**config.mk**
```make
export PLATFORM = sky130hd
export DESIGN_NAME = mif_core
export DESIGN_NICKNAME = d
export VERILOG_FILES = /design/src/core/mif_pkg.sv /design/src/core/mif_refresh_timer.sv /design/src/core/mif_core.sv
export SDC_FILE = /design/constraint.sdc
export NUM_CORES = 1
export LEC_CHECK = 0
export ABC_AREA = 0
export BUFFER_PORTS_ARGS = -buffer_cell sky130_fd_sc_hd__buf_2
export CAP_MARGIN = 30
export CORE_ASPECT_RATIO = 0.9
export CORE_MARGIN = 2
export CORE_UTILIZATION = 50
export DETAILED_ROUTE_END_ITERATION = 10
export PLACE_DENSITY = 0.74
export REMOVE_ABC_BUFFERS = 1
export SYNTH_ARGS = -nofsm -noshare
export SYNTH_HDL_FRONTEND = slang
export SYNTH_SLANG_ARGS = --single-unit
```
**constraint.sdc**
```tcl
create_clock -name clk -period 6.6 [get_ports clk]
set_input_delay 1.32 -clock clk [delete_from_list [all_inputs] [get_ports clk]]
set_output_delay 1.32 -clock clk [all_outputs]
set_load 0.03 [all_outputs]
```
**src/core/mif_pkg.sv**
```systemverilog
/*
  Shared constants for the multiplexed memory interface sequencer:
  bus phases, cycle kinds, configuration word layout and refresh timing.
  Assumes a 100 MHz core clock and a 5 MHz reference for refresh counting.
*/
`default_nettype none

package mif_pkg;

  localparam int CLK_NS = 10;
  localparam int CLKIN_NS = 200;
  localparam int CLKIN_CYC = (CLKIN_NS + CLK_NS - 1) / CLK_NS;
  localparam int REF_STEP_CLKIN = 18;
  localparam int REF_CNT_W = 11;
  localparam int REF_ROW_W = 8;

  localparam int AW = 32;
  localparam int DW = 32;
  localparam int BW = 4;

  localparam int CFG_BITS = 9;
  localparam int CFG_IDX_W = 4;
  localparam int CFG_S3_LSB = 0;
  localparam int CFG_S4_LSB = 3;
  localparam int CFG_DLY_W = 3;
  localparam int CFG_EARLY_BIT = 6;
  localparam int CFG_REF_LSB = 7;
  localparam int CFG_REF_W = 2;
  localparam logic [CFG_BITS-1:0] CFG_DEFAULT = 9'h1e4;
  localparam logic [AW-1:0] CFG_BASE = 32'h7fff_ff00;
  localparam logic [AW-1:0] REFRESH_BASE = 32'h0010_0000;
  localparam int ADDR_WORD_LSB = 2;

  localparam int TCNT_W = 4;
  localparam logic [TCNT_W-1:0] TCNT_MAX = 4'hf;

  typedef enum logic [2:0] {
    PH_IDLE = 3'b000,
    PH_T1 = 3'b001,
    PH_T2 = 3'b010,
    PH_T3 = 3'b011,
    PH_T4 = 3'b100,
    PH_TW = 3'b101,
    PH_T5 = 3'b110,
    PH_T6 = 3'b111
  } mif_phase_e;

  typedef enum logic [1:0] {
    KIND_READ = 2'b00,
    KIND_WRITE = 2'b01,
    KIND_REFRESH = 2'b10,
    KIND_CFG = 2'b11
  } mif_kind_e;

endpackage : mif_pkg

`default_nettype wire

```
**src/core/mif_refresh_timer.sv**
```systemverilog
/*
  Refresh interval timer: raises a request every programmed interval.
  Assumes the sequencer acknowledges with a one-cycle pulse.
*/
`default_nettype none

module mif_refresh_timer
  import mif_pkg::*;
(
  input wire logic clk,
  input wire logic rst_n,
  input wire logic [CFG_REF_W-1:0] interval_sel,
  input wire logic ack,
  output logic due
);

  logic [REF_CNT_W-1:0] cnt_q;
  logic [REF_CNT_W-1:0] limit;
  logic tick;
  logic due_q;

  // Steps of 18 reference periods; longest setting is 72 periods
  assign limit = REF_CNT_W'((int'(interval_sel) + 1) * REF_STEP_CLKIN
                 * CLKIN_CYC - 1); // see
  assign tick = (cnt_q >= limit);
  assign due = due_q;

  always_ff @(posedge clk or negedge rst_n) begin
    if (!rst_n) begin
      cnt_q <= '0;
      due_q <= 1'b0;
    end else begin
      cnt_q <= tick ? '0 : cnt_q + 1'b1;
      // A new interval expiring in the ack cycle is kept, not lost
      due_q <= tick | (due_q & ~ack);
    end
  end

endmodule // mif_refresh_timer

`default_nettype wire

```
**src/core/mif_core.sv**
```systemverilog
/*
  Processor-side memory interface sequencer with multiplexed address/data,
  programmable strobes, bit-serial configuration load and refresh cycles.
  Assumes external glue decodes chip selects, gates waits and buffers data.
*/
// Notes on behaviour
// Early write: write enable low by column strobe
// Late write looks like read at start
// Late write needs read-strobe-gated output buffers
// Column strobe is strobe two, falls at T3
// Refresh interval covers all rows in time
// Longest interval is 72 reference clock periods
// Boot ROM select comes from read strobe
// Peripheral select from strobe two, stretched by waits
// Waits sit between T4 and T5
// Bus released before T1 address phase
// Data buffers enabled by read/write strobes only
// Line zero low in T1/T2 on writes
// Wait input follows strobe four or three
// Refresh marked by A20 high, A31 low
// Configuration read bit-serially on data line zero
// A31 and A20 select bank, I/O, ROM
// Row strobe reaches both banks every cycle; the code holds strobe one high in configuration load cycles
// Refresh holds A31 low, blocking column strobes
`default_nettype none

module mif_core
  import mif_pkg::*;
(
  input wire logic clk,
  input wire logic rst_n,
  input wire logic req_valid,
  input wire logic req_write,
  input wire logic [AW-1:0] req_addr,
  input wire logic [DW-1:0] req_wdata,
  input wire logic [BW-1:0] req_be,
  output logic req_ready,
  output logic rsp_valid,
  output logic [DW-1:0] rsp_rdata,
  input wire logic [DW-1:0] ad_in,
  output logic [DW-1:0] ad_out,
  output logic ad_oe_n,
  output logic addr_latch_strobe_n,
  output logic prog_strobe_one_n,
  output logic prog_strobe_two_n,
  output logic prog_strobe_three_n,
  output logic prog_strobe_four_n,
  output logic read_strobe_n,
  output logic [BW-1:0] byte_write_strobe_n,
  input wire logic wait_request,
  output logic cfg_done
);

  function automatic logic ph_between(mif_phase_e p, mif_phase_e lo,
                                      mif_phase_e hi);
    ph_between = (p >= lo) && (p <= hi);
  endfunction

  function automatic logic dly_reached(logic [TCNT_W-1:0] t,
                                       logic [CFG_DLY_W-1:0] d);
    dly_reached = (t >= {1'b0, d});
  endfunction

  mif_phase_e phase_q, phase_d;
  mif_kind_e kind_q, kind_d;
  logic [TCNT_W-1:0] tcnt_q, tcnt_d;
  logic [AW-1:0] addr_q, addr_d;
  logic [DW-1:0] wdata_q, wdata_d;
  logic [BW-1:0] be_q, be_d;
  logic [REF_ROW_W-1:0] row_q;
  logic [CFG_BITS-1:0] cfg_q, shift_q;
  logic [CFG_IDX_W-1:0] cfg_idx_q;
  logic cfg_mode_q;
  logic [2:0] wait_sync_q;
  logic wait_lvl_q;
  logic ready_q, rsp_valid_q, cfg_done_q, oe_n_q, as_n_q;
  logic s1_n_q, s2_n_q, s3_n_q, s4_n_q, rd_n_q;
  logic [DW-1:0] rdata_q, ad_out_q;
  logic [BW-1:0] wr_n_q;

  // Request handshake and cycle selection
  logic take_req, ref_due, idle, start, ref_ack, last_cfg, t5_end;
  logic [AW-1:0] ref_addr, cfg_addr;

  assign idle = (phase_q == PH_IDLE);
  assign take_req = idle && req_valid && ready_q;
  assign start = idle && (take_req || cfg_mode_q || ref_due);
  assign ref_ack = start && !take_req && !cfg_mode_q;
  assign t5_end = (phase_q == PH_T5);
  assign last_cfg = (cfg_idx_q == CFG_IDX_W'(CFG_BITS - 1));
  // Refresh address keeps A31 low and A20 high for the external decode
  assign ref_addr = REFRESH_BASE
                    | {{(AW-REF_ROW_W-ADDR_WORD_LSB){1'b0}}, row_q,
                       {ADDR_WORD_LSB{1'b0}}}; // see
  assign cfg_addr = CFG_BASE
                    | {{(AW-CFG_IDX_W-ADDR_WORD_LSB){1'b0}}, cfg_idx_q,
                       {ADDR_WORD_LSB{1'b0}}};

  mif_refresh_timer u_refresh (
    .clk(clk),
    .rst_n(rst_n),
    .interval_sel(cfg_q[CFG_REF_LSB +: CFG_REF_W]),
    .ack(ref_ack),
    .due(ref_due)
  );

  always_comb begin
    kind_d = kind_q;
    addr_d = addr_q;
    wdata_d = wdata_q;
    be_d = be_q;
    if (take_req) begin
      kind_d = req_write ? KIND_WRITE : KIND_READ;
      addr_d = req_addr;
      wdata_d = req_wdata;
      be_d = req_be;
    end else if (start && cfg_mode_q) begin
      kind_d = KIND_CFG;
      addr_d = cfg_addr;
      be_d = '0;
    end else if (start) begin
      kind_d = KIND_REFRESH;
      addr_d = ref_addr;
      be_d = '0;
    end
  end

  // Phase sequence; waits are inserted only after T4
  always_comb begin
    case (phase_q)
      PH_IDLE: phase_d = start ? PH_T1 : PH_IDLE;
      PH_T1: phase_d = PH_T2;
      PH_T2: phase_d = PH_T3;
      PH_T3: phase_d = PH_T4;
      PH_T4: phase_d = wait_lvl_q ? PH_TW : PH_T5;
      PH_TW: phase_d = wait_lvl_q ? PH_TW : PH_T5;
      PH_T5: phase_d = PH_T6;
      PH_T6: phase_d = PH_IDLE;
      default: phase_d = PH_IDLE;
    endcase
  end

  // Tm count from T1, saturating; drives the programmable fall points
  assign tcnt_d = (phase_d == PH_T1 || phase_d == PH_IDLE) ? '0 :
                  (tcnt_q == TCNT_MAX) ? tcnt_q : tcnt_q + 1'b1;

  // Strobe decode from the next phase so every pin leaves a flop
  logic addr_ph, act_ph, s1_on, col_on, s3_on, s4_on, rd_on, wr_on;
  logic mem_cyc, early;
  logic [CFG_DLY_W-1:0] s3_dly, s4_dly;

  assign early = cfg_q[CFG_EARLY_BIT];
  assign s3_dly = cfg_q[CFG_S3_LSB +: CFG_DLY_W];
  assign s4_dly = cfg_q[CFG_S4_LSB +: CFG_DLY_W];
  assign mem_cyc = (kind_d != KIND_CFG);
  assign addr_ph = ph_between(phase_d, PH_T1, PH_T2);
  assign act_ph = ph_between(phase_d, PH_T2, PH_T5);
  // Row strobe is never bank gated, so every read, write or refresh cycle refreshes a row
  assign s1_on = mem_cyc && ph_between(phase_d, PH_T2, PH_T4);
  // Column strobe falls at T3 and rises at T6, so waits stretch it
  assign col_on = mem_cyc && ph_between(phase_d, PH_T3, PH_T5); // see
  assign s3_on = mem_cyc && act_ph && dly_reached(tcnt_d, s3_dly);
  // Strobe four runs in the boot configuration so ROM reads can wait
  assign s4_on = act_ph && dly_reached(tcnt_d, s4_dly);
  assign rd_on = (kind_d == KIND_READ || kind_d == KIND_CFG)
                 && ph_between(phase_d, PH_T3, PH_T5);
  // Early write drops byte strobes with the column strobe at T3
  assign wr_on = (kind_d == KIND_WRITE)
                 && ph_between(phase_d, early ? PH_T3 : PH_T4, PH_T5);

  logic [DW-1:0] ad_out_d;
  logic oe_n_d;
  logic drive_data;

  assign drive_data = (kind_d == KIND_WRITE)
                      && ph_between(phase_d, PH_T3, PH_T5);
  // Line zero carries the write indicator during the address phases
  assign ad_out_d = addr_ph ? {addr_d[AW-1:1], kind_d != KIND_WRITE} :
                    drive_data ? wdata_d : ad_out_q;
  // Released from T3 on reads and from T6 on writes; others must float by the next T1
  assign oe_n_d = !(addr_ph || drive_data);

  always_ff @(posedge clk or negedge rst_n) begin
    if (!rst_n) begin
      phase_q <= PH_IDLE;
      kind_q <= KIND_READ;
      tcnt_q <= '0;
      addr_q <= '0;
      wdata_q <= '0;
      be_q <= '0;
    end else begin
      phase_q <= phase_d;
      kind_q <= kind_d;
      tcnt_q <= tcnt_d;
      addr_q <= addr_d;
      wdata_q <= wdata_d;
      be_q <= be_d;
    end
  end

  always_ff @(posedge clk or negedge rst_n) begin
    if (!rst_n) begin
      ad_out_q <= '0;
      oe_n_q <= 1'b1;
      as_n_q <= 1'b1;
      s1_n_q <= 1'b1;
      s2_n_q <= 1'b1;
      s3_n_q <= 1'b1;
      s4_n_q <= 1'b1;
      rd_n_q <= 1'b1;
      wr_n_q <= '1;
    end else begin
      ad_out_q <= ad_out_d;
      oe_n_q <= oe_n_d;
      as_n_q <= !act_ph;
      s1_n_q <= !s1_on;
      s2_n_q <= !col_on;
      s3_n_q <= !s3_on;
      s4_n_q <= !s4_on;
      rd_n_q <= !rd_on;
      wr_n_q <= ~(be_d & {BW{wr_on}});
    end
  end

  // Wait pin: three stages, level taken only when the last two agree
  always_ff @(posedge clk or negedge rst_n) begin
    if (!rst_n) begin
      wait_sync_q <= '0;
      wait_lvl_q <= 1'b0;
    end else begin
      wait_sync_q <= {wait_sync_q[1:0], wait_request};
      if (wait_sync_q[1] == wait_sync_q[2]) begin
        wait_lvl_q <= wait_sync_q[2];
      end
    end
  end

  // Configuration load, completion and refresh row bookkeeping
  always_ff @(posedge clk or negedge rst_n) begin
    if (!rst_n) begin
      cfg_mode_q <= 1'b1;
      cfg_idx_q <= '0;
      shift_q <= '0;
      cfg_q <= CFG_DEFAULT;
      cfg_done_q <= 1'b0;
      row_q <= '0;
    end else begin
      if (t5_end && kind_q == KIND_CFG) begin
        shift_q[cfg_idx_q] <= ad_in[0];
        cfg_idx_q <= cfg_idx_q + 1'b1;
        if (last_cfg) begin
          cfg_mode_q <= 1'b0;
          cfg_done_q <= 1'b1;
          cfg_q <= {ad_in[0], shift_q[CFG_BITS-2:0]};
        end
      end
      if (ref_ack) begin
        row_q <= row_q + 1'b1;
      end
    end
  end

  // Read data is taken at the end of T5, while the read strobe is low
  always_ff @(posedge clk or negedge rst_n) begin
    if (!rst_n) begin
      rdata_q <= '0;
      rsp_valid_q <= 1'b0;
      ready_q <= 1'b0;
    end else begin
      rsp_valid_q <= t5_end
                     && (kind_q == KIND_READ || kind_q == KIND_WRITE);
      if (t5_end && kind_q == KIND_READ) begin
        rdata_q <= ad_in;
      end
      // Refresh and the boot load hold off new requests
      ready_q <= (phase_d == PH_IDLE) && !start && !cfg_mode_q && !ref_due;
    end
  end

  assign req_ready = ready_q;
  assign rsp_valid = rsp_valid_q;
  assign rsp_rdata = rdata_q;
  assign ad_out = ad_out_q;
  assign ad_oe_n = oe_n_q;
  assign addr_latch_strobe_n = as_n_q;
  assign prog_strobe_one_n = s1_n_q;
  assign prog_strobe_two_n = s2_n_q;
  assign prog_strobe_three_n = s3_n_q;
  assign prog_strobe_four_n = s4_n_q;
  assign read_strobe_n = rd_n_q;
  assign byte_write_strobe_n = wr_n_q;
  assign cfg_done = cfg_done_q;

endmodule // mif_core

`default_nettype wire

```
; Yosys cells after proc, flatten, opt, wreduce, memory -nomap -nowiden
; Index checks and enable logic that the tools add are counted.
[totals]
ff_bits = 201
in_bits = 105
wordCells = 143
[classes]
add_sub_neg = 6
mul = 2
magnitude_cmp = 12
eq_ne = 17
muxes = 23
bitwise_logic = 5
reduce_logical = 50
[op_table]
columns = cell, n
row1 = 32-bit 2-to-1 mux, 6
row2 = "32-bit by 5-bit multiplier with 31-bit output, second input constant", 1
row3 = "31-bit by 4-bit multiplier with 8-bit output, second input constant", 1
row4 = 1-bit logical AND, 26
row5 = 3-bit case mux with 7 select lines, 1
row6 = 4-bit 2-to-1 mux, 5
row7 = "3-bit equality test, second input constant", 4
row8 = "11-bit by 1-bit adder with 11-bit output, second input constant", 1
row9 = 11-bit greater-or-equal comparator, 1
row10 = 1-bit logical NOT, 11
row11 = 11-bit 2-to-1 mux, 1
row12 = "11-bit by 2-bit subtractor with 11-bit output, second input constant", 1
row13 = 9-bit bitwise mux, 1
row14 = "4-bit by 1-bit adder with 4-bit output, second input constant", 2
row15 = "8-bit by 1-bit adder with 8-bit output, second input constant", 1
row16 = "4-bit equality test, second input constant", 2
row17 = 4-bit by 3-bit greater-or-equal comparator with 1-bit output, 2
row18 = 2-bit 2-to-1 mux, 4
row19 = "3-bit by 1-bit equality test with 1-bit output, second input constant", 2
row20 = "3-bit by 2-bit equality test with 1-bit output, second input constant", 2
row21 = "3-bit by 2-bit greater-or-equal comparator with 1-bit output, second input constant", 2
row22 = "3-bit <= comparator, second input constant", 2
row23 = 3-bit logical NOT, 2
row24 = 1-bit logical OR, 6
row25 = other kinds (23), 28

; Longest topological paths before layout
; Gate-level depths: netlist of the first run.
[logic_depth]
depth_word = 14
ltp_mapped = 13

; Modules after synthesis
; A second synthesis of the first run with hierarchy kept.
[unflattened]
hier_cells = 735
hier_area_um2 = 8992.4
[modules_own_cells]
columns = mod, n_inst, cells_per_inst, area_per_inst_um2, seq_area_each_um2
row1 = mif_core, 1, 643, 8076.5, 4725.8
row2 = mif_refresh_timer, 1, 92, 915.9, 300.3

; Least setup slack after synthesis of the first run
; Ideal clock, no wire load.
[synth_timing]
path_kind = input to register
startpoint = in req_valid
endpoint = reg ad_out_q[0], in the netlist ad_out[0]
t_arrival_ns = 3.116
required_ns = 6.506
path_slack_ns = 3.390
stages = 10
cell_sequence = a21o_1 > or3_1 > buf_2 > buf_6 > o221a_2 > ha_1 > nand2_1 > clkbuf_1 > nor2_1 > a211oi_1
[synth_between]
elab_chain_cells = 11
[synth_lines]
columns = item, line
row1 = from (decl), mif_core.sv:32  ; input wire logic req_valid,
row2 = 1-bit logical AND * (2 in a row), mif_core.sv:86  ; assign take_req = idle && req_valid && ready_q;
row3 = 1-bit logical OR (2 in a row), mif_core.sv:87  ; assign start = idle && (take_req || cfg_mode_q || ref_due);
row4 = 1-bit logical AND, mif_core.sv:87
row5 = 2-bit 2-to-1 mux or 1-bit logical AND (tied branches), "mif_core.sv:121, mif_core.sv:117"
row6 = 2-bit 2-to-1 mux, mif_core.sv:117  ; end else if (start && cfg_mode_q) begin
row7 = 2-bit 2-to-1 mux *, mif_core.sv:112  ; if (take_req) begin
row8 = via kind_d[0], mif_core.sv:65  ; mif_kind_e kind_q, kind_d;
row9 = 2-bit by 1-bit equality test with 1-bit output, mif_core.sv:175  ; assign drive_data = (kind_d == KIND_WRITE)
row10 = 1-bit logical AND, mif_core.sv:176  ; && ph_between(phase_d, PH_T3, PH_T5);
row11 = 2-bit nonzero test (no source line), --
row12 = to (signal assigned), mif_core.sv:213  ; ad_out_q <= ad_out_d;
row13 = to (decl), mif_core.sv:78  ; logic [DW-1:0] rdata_q, ad_out_q;
; Mark *: on every way through the listed nets, which the timed path passes. The rest lies on a longest branch. The select of a mux whose other input is x is not followed.
; A chain may end at the register's enable or synchronous reset.

; Final worst setup path of the first run
[layout_timing]
startpoint = reg phase_q[2]
endpoint = reg ad_out_q[5], in the netlist ad_out[5]
[layout_between]
elab_chain_cells = 12
[layout_lines]
columns = item, line
row1 = from (decl), mif_core.sv:64  ; mif_phase_e phase_q, phase_d;
row2 = from (signal assigned), mif_core.sv:192  ; phase_q <= phase_d;
row3 = 3-bit logical NOT *, mif_core.sv:85  ; assign idle = (phase_q == PH_IDLE);
row4 = 1-bit logical AND (2 in a row), mif_core.sv:86
row5 = 1-bit logical OR (2 in a row), mif_core.sv:87
row6 = 1-bit logical AND, mif_core.sv:87
row7 = 2-bit 2-to-1 mux or 1-bit logical AND (tied branches), "mif_core.sv:121, mif_core.sv:117"
row8 = 2-bit 2-to-1 mux, mif_core.sv:117
row9 = 2-bit 2-to-1 mux *, mif_core.sv:112
row10 = via kind_d[0], mif_core.sv:65
row11 = 2-bit by 1-bit equality test with 1-bit output *, mif_core.sv:175
row12 = 1-bit logical AND *, mif_core.sv:176
row13 = 2-bit nonzero test (no source line) *, --
; Marks and branches as above.

==> results of run 1 <==
==> area by class of cell <==
cell class	instances	area [um2]
Timing Repair Buffer	193	1040
Clock buffer	18	429
Inverter	14	52.6
Sequential cell	200	5030
Clock inverter	14	180
Multi-Input combinational cell	483	3710
Tap cell	240	300
Fill cell	1484	6880
==> cells in the mapped netlist, types with 6 or more instances <==
library cell / instances
a22o_1: 7
nor2_1: 24
mux2_1: 14
nand3_1: 13
mux2_2: 35
clkbuf_1: 28
a21oi_1: 21
buf_2: 13
xnor2_1: 23
a21o_1: 35
and3_1: 32
o21ai_0: 40
inv_1: 14
nor3_1: 12
nor2b_1: 9
a211oi_1: 32
o2bb2ai_1: 28
dfstp_2: 17
ha_1: 33
dfrtp_1: 183
o221a_2: 22
xor2_1: 6
nand2_1: 38
==> power by group <==
part           switching [uW]  internal (uW)  total, uW  leakage (uW)
combinational            1160            711       1880       0.00243
sequential                231           1680       1910       0.00248
clock                     497            579       1080      0.000301
total                    1890           2970       4860       0.00520
==> path summary, 6_finish.rpt <==
check	startpoint	slack, ns	end	depth (start not counted)
setup / recovery	phase_q[2]$_DFF_PN0_	2.89	ad_out[5]$_DFFE_PN0N_	9
hold / removal	wait_sync_q[0]$_DFF_PN0_	0.37	wait_sync_q[1]$_DFF_PN0_	0
setup reg to reg	phase_q[2]$_DFF_PN0_	2.89	ad_out[5]$_DFFE_PN0N_	9
hold reg to reg	wait_sync_q[0]$_DFF_PN0_	0.37	wait_sync_q[1]$_DFF_PN0_	0
max in group asynchronous	rst_n	4.58	addr_q[19]$_DFF_PN0_	2
min in group asynchronous	rst_n	0.83	rsp_rdata[27]$_DFFE_PN0P_	1
==> logic make-up after synthesis <==
logic type,Yosys count
DFF,200
AOI/OAI and AO/OA,208
buffers and inverters,62
adders and majority gates,34
muxes,50
xor gates and xnor gates,29
and+or+nand+nor,162
==> state kept, by name (all words and copies together) (netlist names), 3 cells and up <==
register and count:
be_q 4, cfg_q 9, wdata_q 32, byte_write_strobe_n 4, wait_sync_q 3, cfg_idx_q 4
addr_q 31, rsp_rdata 32, tcnt_q 4, ad_out 32, shift_q 8, row_q 8
u_refresh.cnt_q 11, phase_q 3
==> per-stage QoR <==
step,util (%),power (uW),cells
after floorplan,-,3200,697
after global placement,57.2,3720,1128
after detailed placement,57.5,3810,1130
after CTS,60.9,4910,1162
after global routing,60.9,5160,1162
final,60.9,4860,1162
==> worst reg2reg max path: cells and delay by family, from the launching register on <==
family          cells  cell delay [ns]
flops               1             0.56
buf+inv             2             0.37
compound gates      4             1.30
simple gates        2             1.17
fa+ha+maj           1             0.20
==> routing by layer <==
layer / GRT usage, % / wire length (um)
met1: 29.9 / 9410
met2: 34.7 / 9470
met3: 5.66 / 1080
met4: 5.56 / 218
met5: 0 / 0
==> results by group, run 1 <==
Finish
  • Most frequent cells in the layout: dfrtp_1, buf_2, o21ai_0
  • Area grow syn2layout: 19.5%
  • Layout cell share with drive strength beyond 1: 33.8%
  • Finished Cell Area: roughly 0.011 mm2
  • Most common cell after layout, fill and taps aside: dfrtp_1
  • ANT cells: 0
  • NumNets Final: 1047

Yosys
  • Area share of the largest cell type after synthesis: 51.0%
  • EDFF count, synth: 0
  • #FFs+latches synth: 200
  • Synth area leaders: dfrtp_1, dfstp_2, ha_1
  • Synth Instances: ~750
  • Post-synth ARST share: 100%
  • Sequential-to-total area share from yosys stat: 56.0%
  • Largest family of logic cells by synthesized area: compound AO/OA/AOI/OAI gates
  • Leading area contributor after synthesis: dfrtp_1
  • Mux share of post-synthesis cell area: under 10%
  • Complex-gate fraction of the synthesized area: 17.4%
  • Ys Warns: 0
  • Mapped Area: 0.00898 mm2
  • Top_reg_cell synth: dfrtp_1
  • Library cells used by synthesis: 57
  • Post-synthesis xor/xnor area fraction: 2.83%
  • Mean Syn Cell Area: 12.1 um2
  • Adder-cell share of the synthesized area: 4.71%
  • Post-synthesis simple-gate area fraction: 9.80%

Clock network
  • Skew-Pair Late Insertion Delay: 0.44 ns
  • Maximum root-to-sink buffer count: 2
  • Total setup buffers inserted after CTS: 0
  • Clock root buffer: clkbuf_16
  • Clock Pin Slew Worst Setup and Hold Paths: 0.07 ns
  • Hold buffer count at cts: 0
  • CTS buffer count: 17
  • Clock sink total: 200
  • H-Tree Depth: 4
  • Post_cts resized: 0
  • CTS tree: done

Critical path
  • Critical-path cell list: or3_1, a21oi_4, o221a_2, ha_1, and2_1, buf_16, buf_4, o21ai_0, o32ai_1
  • Crit Path Class: reg2reg
  • Setup crit end kind: flop
  • Worst-path fanout max: 24
  • CP top delay family: compound AO/OA/AOI/OAI gates
  • CP max stage delay: between 0.7 and 0.8 ns
  • Slowest CP cell: or3_1
  • WP buf/inv: 2
  • Worst setup SP type: flop
  • CP Data Required Time: 6.94 ns
  • Crit path DAT: 4.05 ns

Placed design
  • DP HPWL: 13300 um
  • Port buffer count: roughly 180
  • Post-DP Area: 0.0101 mm2
  • GP Congestion: ~0.8
  • Pre-CTS setup slack: between 2 and 3 ns

Timing
  • Min cycle time layout: approximately 3.7 ns
  • Hold_ws: between 0.3 and 0.4 ns
  • Fin crit share: 56.2%
  • Slew margin rel.: 26.9%
  • Setup ws final: 2.89 ns
  • Peak Freq: between 200 and 300 MHz
  • Final Max Slew Viols: 0
  • Setup violators final: 0
  • Clk_skew: 0.0114 ns
  • RSZ-0062 raised after global routing: no
  • Slew of the pin with the lowest slew margin: 1.10 ns
  • Hold Vio Cnt, Final: 0
  • Fin Setup TNS: 0 ns

Detailed routing
  • DR pass1 iterations: 4
  • Initial drt markers: between 300 and 400
  • Total Wirelength: 20200 um
  • Via/cell ratio: 5.53
  • Avg WL per Cell: ~17 um
  • DRT antenna net count: 0
  • Drt drc: 0
  • Total number of vias: 6421

Pwr
  • VDD IR-drop max: 0.000259 V
  • Lkg Pwr: around 0.0052 uW
  • Pwr Density: 453 mW/mm2

Global routing
  • Number of antenna violations at the first check in global routing: 0
  • First-pass GRT wire length: ~34000 um
  • Largest net degree at the start of global routing: 91
  • Gr ovfl total: 0
  • Number of global-route vias before repair: 6603
  • Gr usage total: 21.8%

Flow run
  • Total of max-cap violations: 0

Status
  • Outcome: finished, final reports clean

Die
  • Num rows: 46
  • I/O Pins: 183
  • Die height: 131 um
  • Die W: roughly 150 um
  • Initial Util: about half
  • Core area: 0.0176 mm2
  • Die footprint: 0.0190 mm2

Hold path
  • Worst Hold Class: reg2reg
(Power assumes the default switching activity.)
==> run 2, diff against run 1 <==
==> constraint.sdc (replaced) <==
create_clock -name clk -period 3.5 [get_ports clk]
set_input_delay 0.7 -clock clk [delete_from_list [all_inputs] [get_ports clk]]
set_output_delay 0.7 -clock clk [all_outputs]
set_load 0.03 [all_outputs]
==> results by group, run 2 (synthesized netlist as in run 1, its figures left out) <==
Status
  • Outcome: finished, final reports clean

Timing
  • Fin crit share: 92.0% (+36 points)
  • Slew of the pin with the lowest slew margin: 0.730 ns (-0.366 ns)
  • RSZ-0062 raised after global routing: no
  • Slew margin rel.: 51.3% (+24 points)
  • Final Max Slew Viols: 0 (unchanged)
  • Peak Freq: 311 MHz (+15%)
  • Setup violators final: 0 (unchanged)
  • Clk_skew: 0.0127 ns (+0.00124 ns)
  • Min cycle time layout: 3.22 ns (-0.489 ns)
  • Hold Vio Cnt, Final: 0 (unchanged)
  • Fin Setup TNS: 0 ns (unchanged)

Critical path
  • Slowest CP cell: dfstp_2
  • Crit path DAT: 3.54 ns (-0.51 ns)
  • CP top delay family: compound AO/OA/AOI/OAI gates
  • Number of stages on the worst setup path: 12 (+3)
  • WP buf/inv: 1 (-1)
  • Worst setup SP type: flop
  • Worst reg2reg setup slack: 0.28 ns (-2.61 ns)
  • Critical-path cell list: inv_1, ha_1, xnor2_1, ha_1, xor2_1, xnor2_1, xnor2_1, ha_1, a2111oi_1, o21ai_0, a21o_2, a22o_1
  • Reg2reg path depth: 12 (+3)
  • Setup crit end kind: flop
  • CP Data Required Time: 3.82 ns (-3.12 ns)
  • Crit Path Class: reg2reg
  • Worst-path fanout max: 12 (-50%)
  • CP max stage delay: 0.53 ns (-0.22 ns)

Global routing
  • Gr ovfl total: 0 (unchanged)
  • Largest net degree at the start of global routing: 79 (-13%)
  • First-pass GRT wire length: 33500 um (-0.33%)
  • Gr usage total: 21.7% (-0.10 points)
  • Number of antenna violations at the first check in global routing: 0 (unchanged)
  • Number of global-route vias before repair: 6622 (+0.29%)

Finish
  • ANT cells: 0 (unchanged)
  • Finished Cell Area: 0.0107 mm2 (about the same)
  • Most common cell after layout, fill and taps aside: dfrtp_1
  • Final Non-Filler Cells: 1168 (+0.52%)
  • Layout cell share with drive strength beyond 1: 34.4% (+0.54 points)
  • Most frequent cells in the layout: dfrtp_1, buf_2, o21ai_0
  • Area grow syn2layout: 19.5% (about the same)
  • Fin util: 60.9% (about the same)
  • NumNets Final: 1053 (+0.57%)

Die
  • Die footprint: 0.0190 mm2 (unchanged)
  • Core area: 0.0176 mm2 (unchanged)
  • Die height: 131 um (unchanged)
  • Initial Util: 51.0% (unchanged)
  • Die W: 145 um (unchanged)
  • I/O Pins: 183 (unchanged)
  • Num rows: 46 (unchanged)

Detailed routing
  • Via/cell ratio: 5.56 (+0.66%)
  • Total number of vias: 6497 (+1.2%)
  • Avg WL per Cell: 17.1 um (-1.2%)
  • DRT antenna net count: 0 (unchanged)
  • Initial drt markers: 432 (+21%)
  • DR pass1 iterations: 6 (+2)
  • Drt drc: 0 (unchanged)
  • Total Wirelength: 20000 um (-0.73%)

Placed design
  • GP Congestion: 0.803 (+2.1%)
  • DP HPWL: 13500 um (+1.5%)
  • Placed insts: 1136 (+0.53%)
  • Port buffer count: 181 (unchanged)
  • Post-DP Area: 0.0101 mm2 (+0.25%)

Clock network
  • Skew-Pair Late Insertion Delay: 0.43 ns (about the same)
  • Post_cts resized: 0 (unchanged)
  • Hold buffer count at cts: 0 (unchanged)
  • Clock root buffer: clkbuf_16
  • Total setup buffers inserted after CTS: 0 (unchanged)
  • CTS tree: done
  • Clock sink total: 200 (unchanged)
  • H-Tree Depth: 4 (unchanged)
  • CTS buffer count: 17 (unchanged)
  • Clock Pin Slew Worst Setup and Hold Paths: 0.07 ns (about the same)
  • Maximum root-to-sink buffer count: 2 (unchanged)

Hold path
  • Worst Hold Class: in2async

Flow run
  • Total of max-cap violations: 0 (unchanged)

Pwr
  • VDD IR-drop max: 0.000516 V (+99%)
  • Pwr Density: 847 mW/mm2 (+87%)
  • Lkg Pwr: 0.00521 uW (about the same)
## run 2: worst paths after layout
path / startpoint / endpoint
min in group clk: wait_sync_q[0]$_DFF_PN0_ / wait_sync_q[1]$_DFF_PN0_
setup / recovery: cfg_q[7]$_DFFE_PN1P_ / u_refresh.due$_DFF_PN0_
hold reg to reg: wait_sync_q[0]$_DFF_PN0_ / wait_sync_q[1]$_DFF_PN0_
setup reg to reg: cfg_q[7]$_DFFE_PN1P_ / u_refresh.due$_DFF_PN0_
hold / removal: rst_n / rsp_rdata[11]$_DFFE_PN0P_
max in group asynchronous: rst_n / cfg_q[5]$_DFFE_PN1P_
## run 2: area by class of cell
cell class / instances / area [um2]
Clock inverter: 13 / 135
Multi-Input combinational cell: 483 / 3710
Sequential cell: 200 / 5030
Timing Repair Buffer: 199 / 1060
Tap cell: 240 / 300
Clock buffer: 19 / 443
Fill cell: 1471 / 6880
Inverter: 14 / 52.6
## run 2: layer usage
layer,vias up,global-route usage (%),wire length (um)
met1,3229,30.4,9440
met2,165,33.7,9380
met5,-,0,0
met3,15,5.76,990
met4,0,5.61,221
li1,3088,-,-
## run 2: through the flow
stage | hold WS, ns | setup slack (ns) | power, uW
final | 0.269 | 0.281 | 9090
after global routing | 0.313 | 0.0275 | 9630
after floorplan | 0.331 | -2.18 | 6030
after detailed placement | 0.341 | 0.213 | 7190
after CTS | 0.295 | 0.173 | 9150
after global placement | 0.336 | 0.380 | 7060
## run 2: power by group
group	switching, uW	total [uW]	internal (uW)
Clock	903	1930	1030
Combinational	2250	3580	1340
Sequential	399	3570	3170
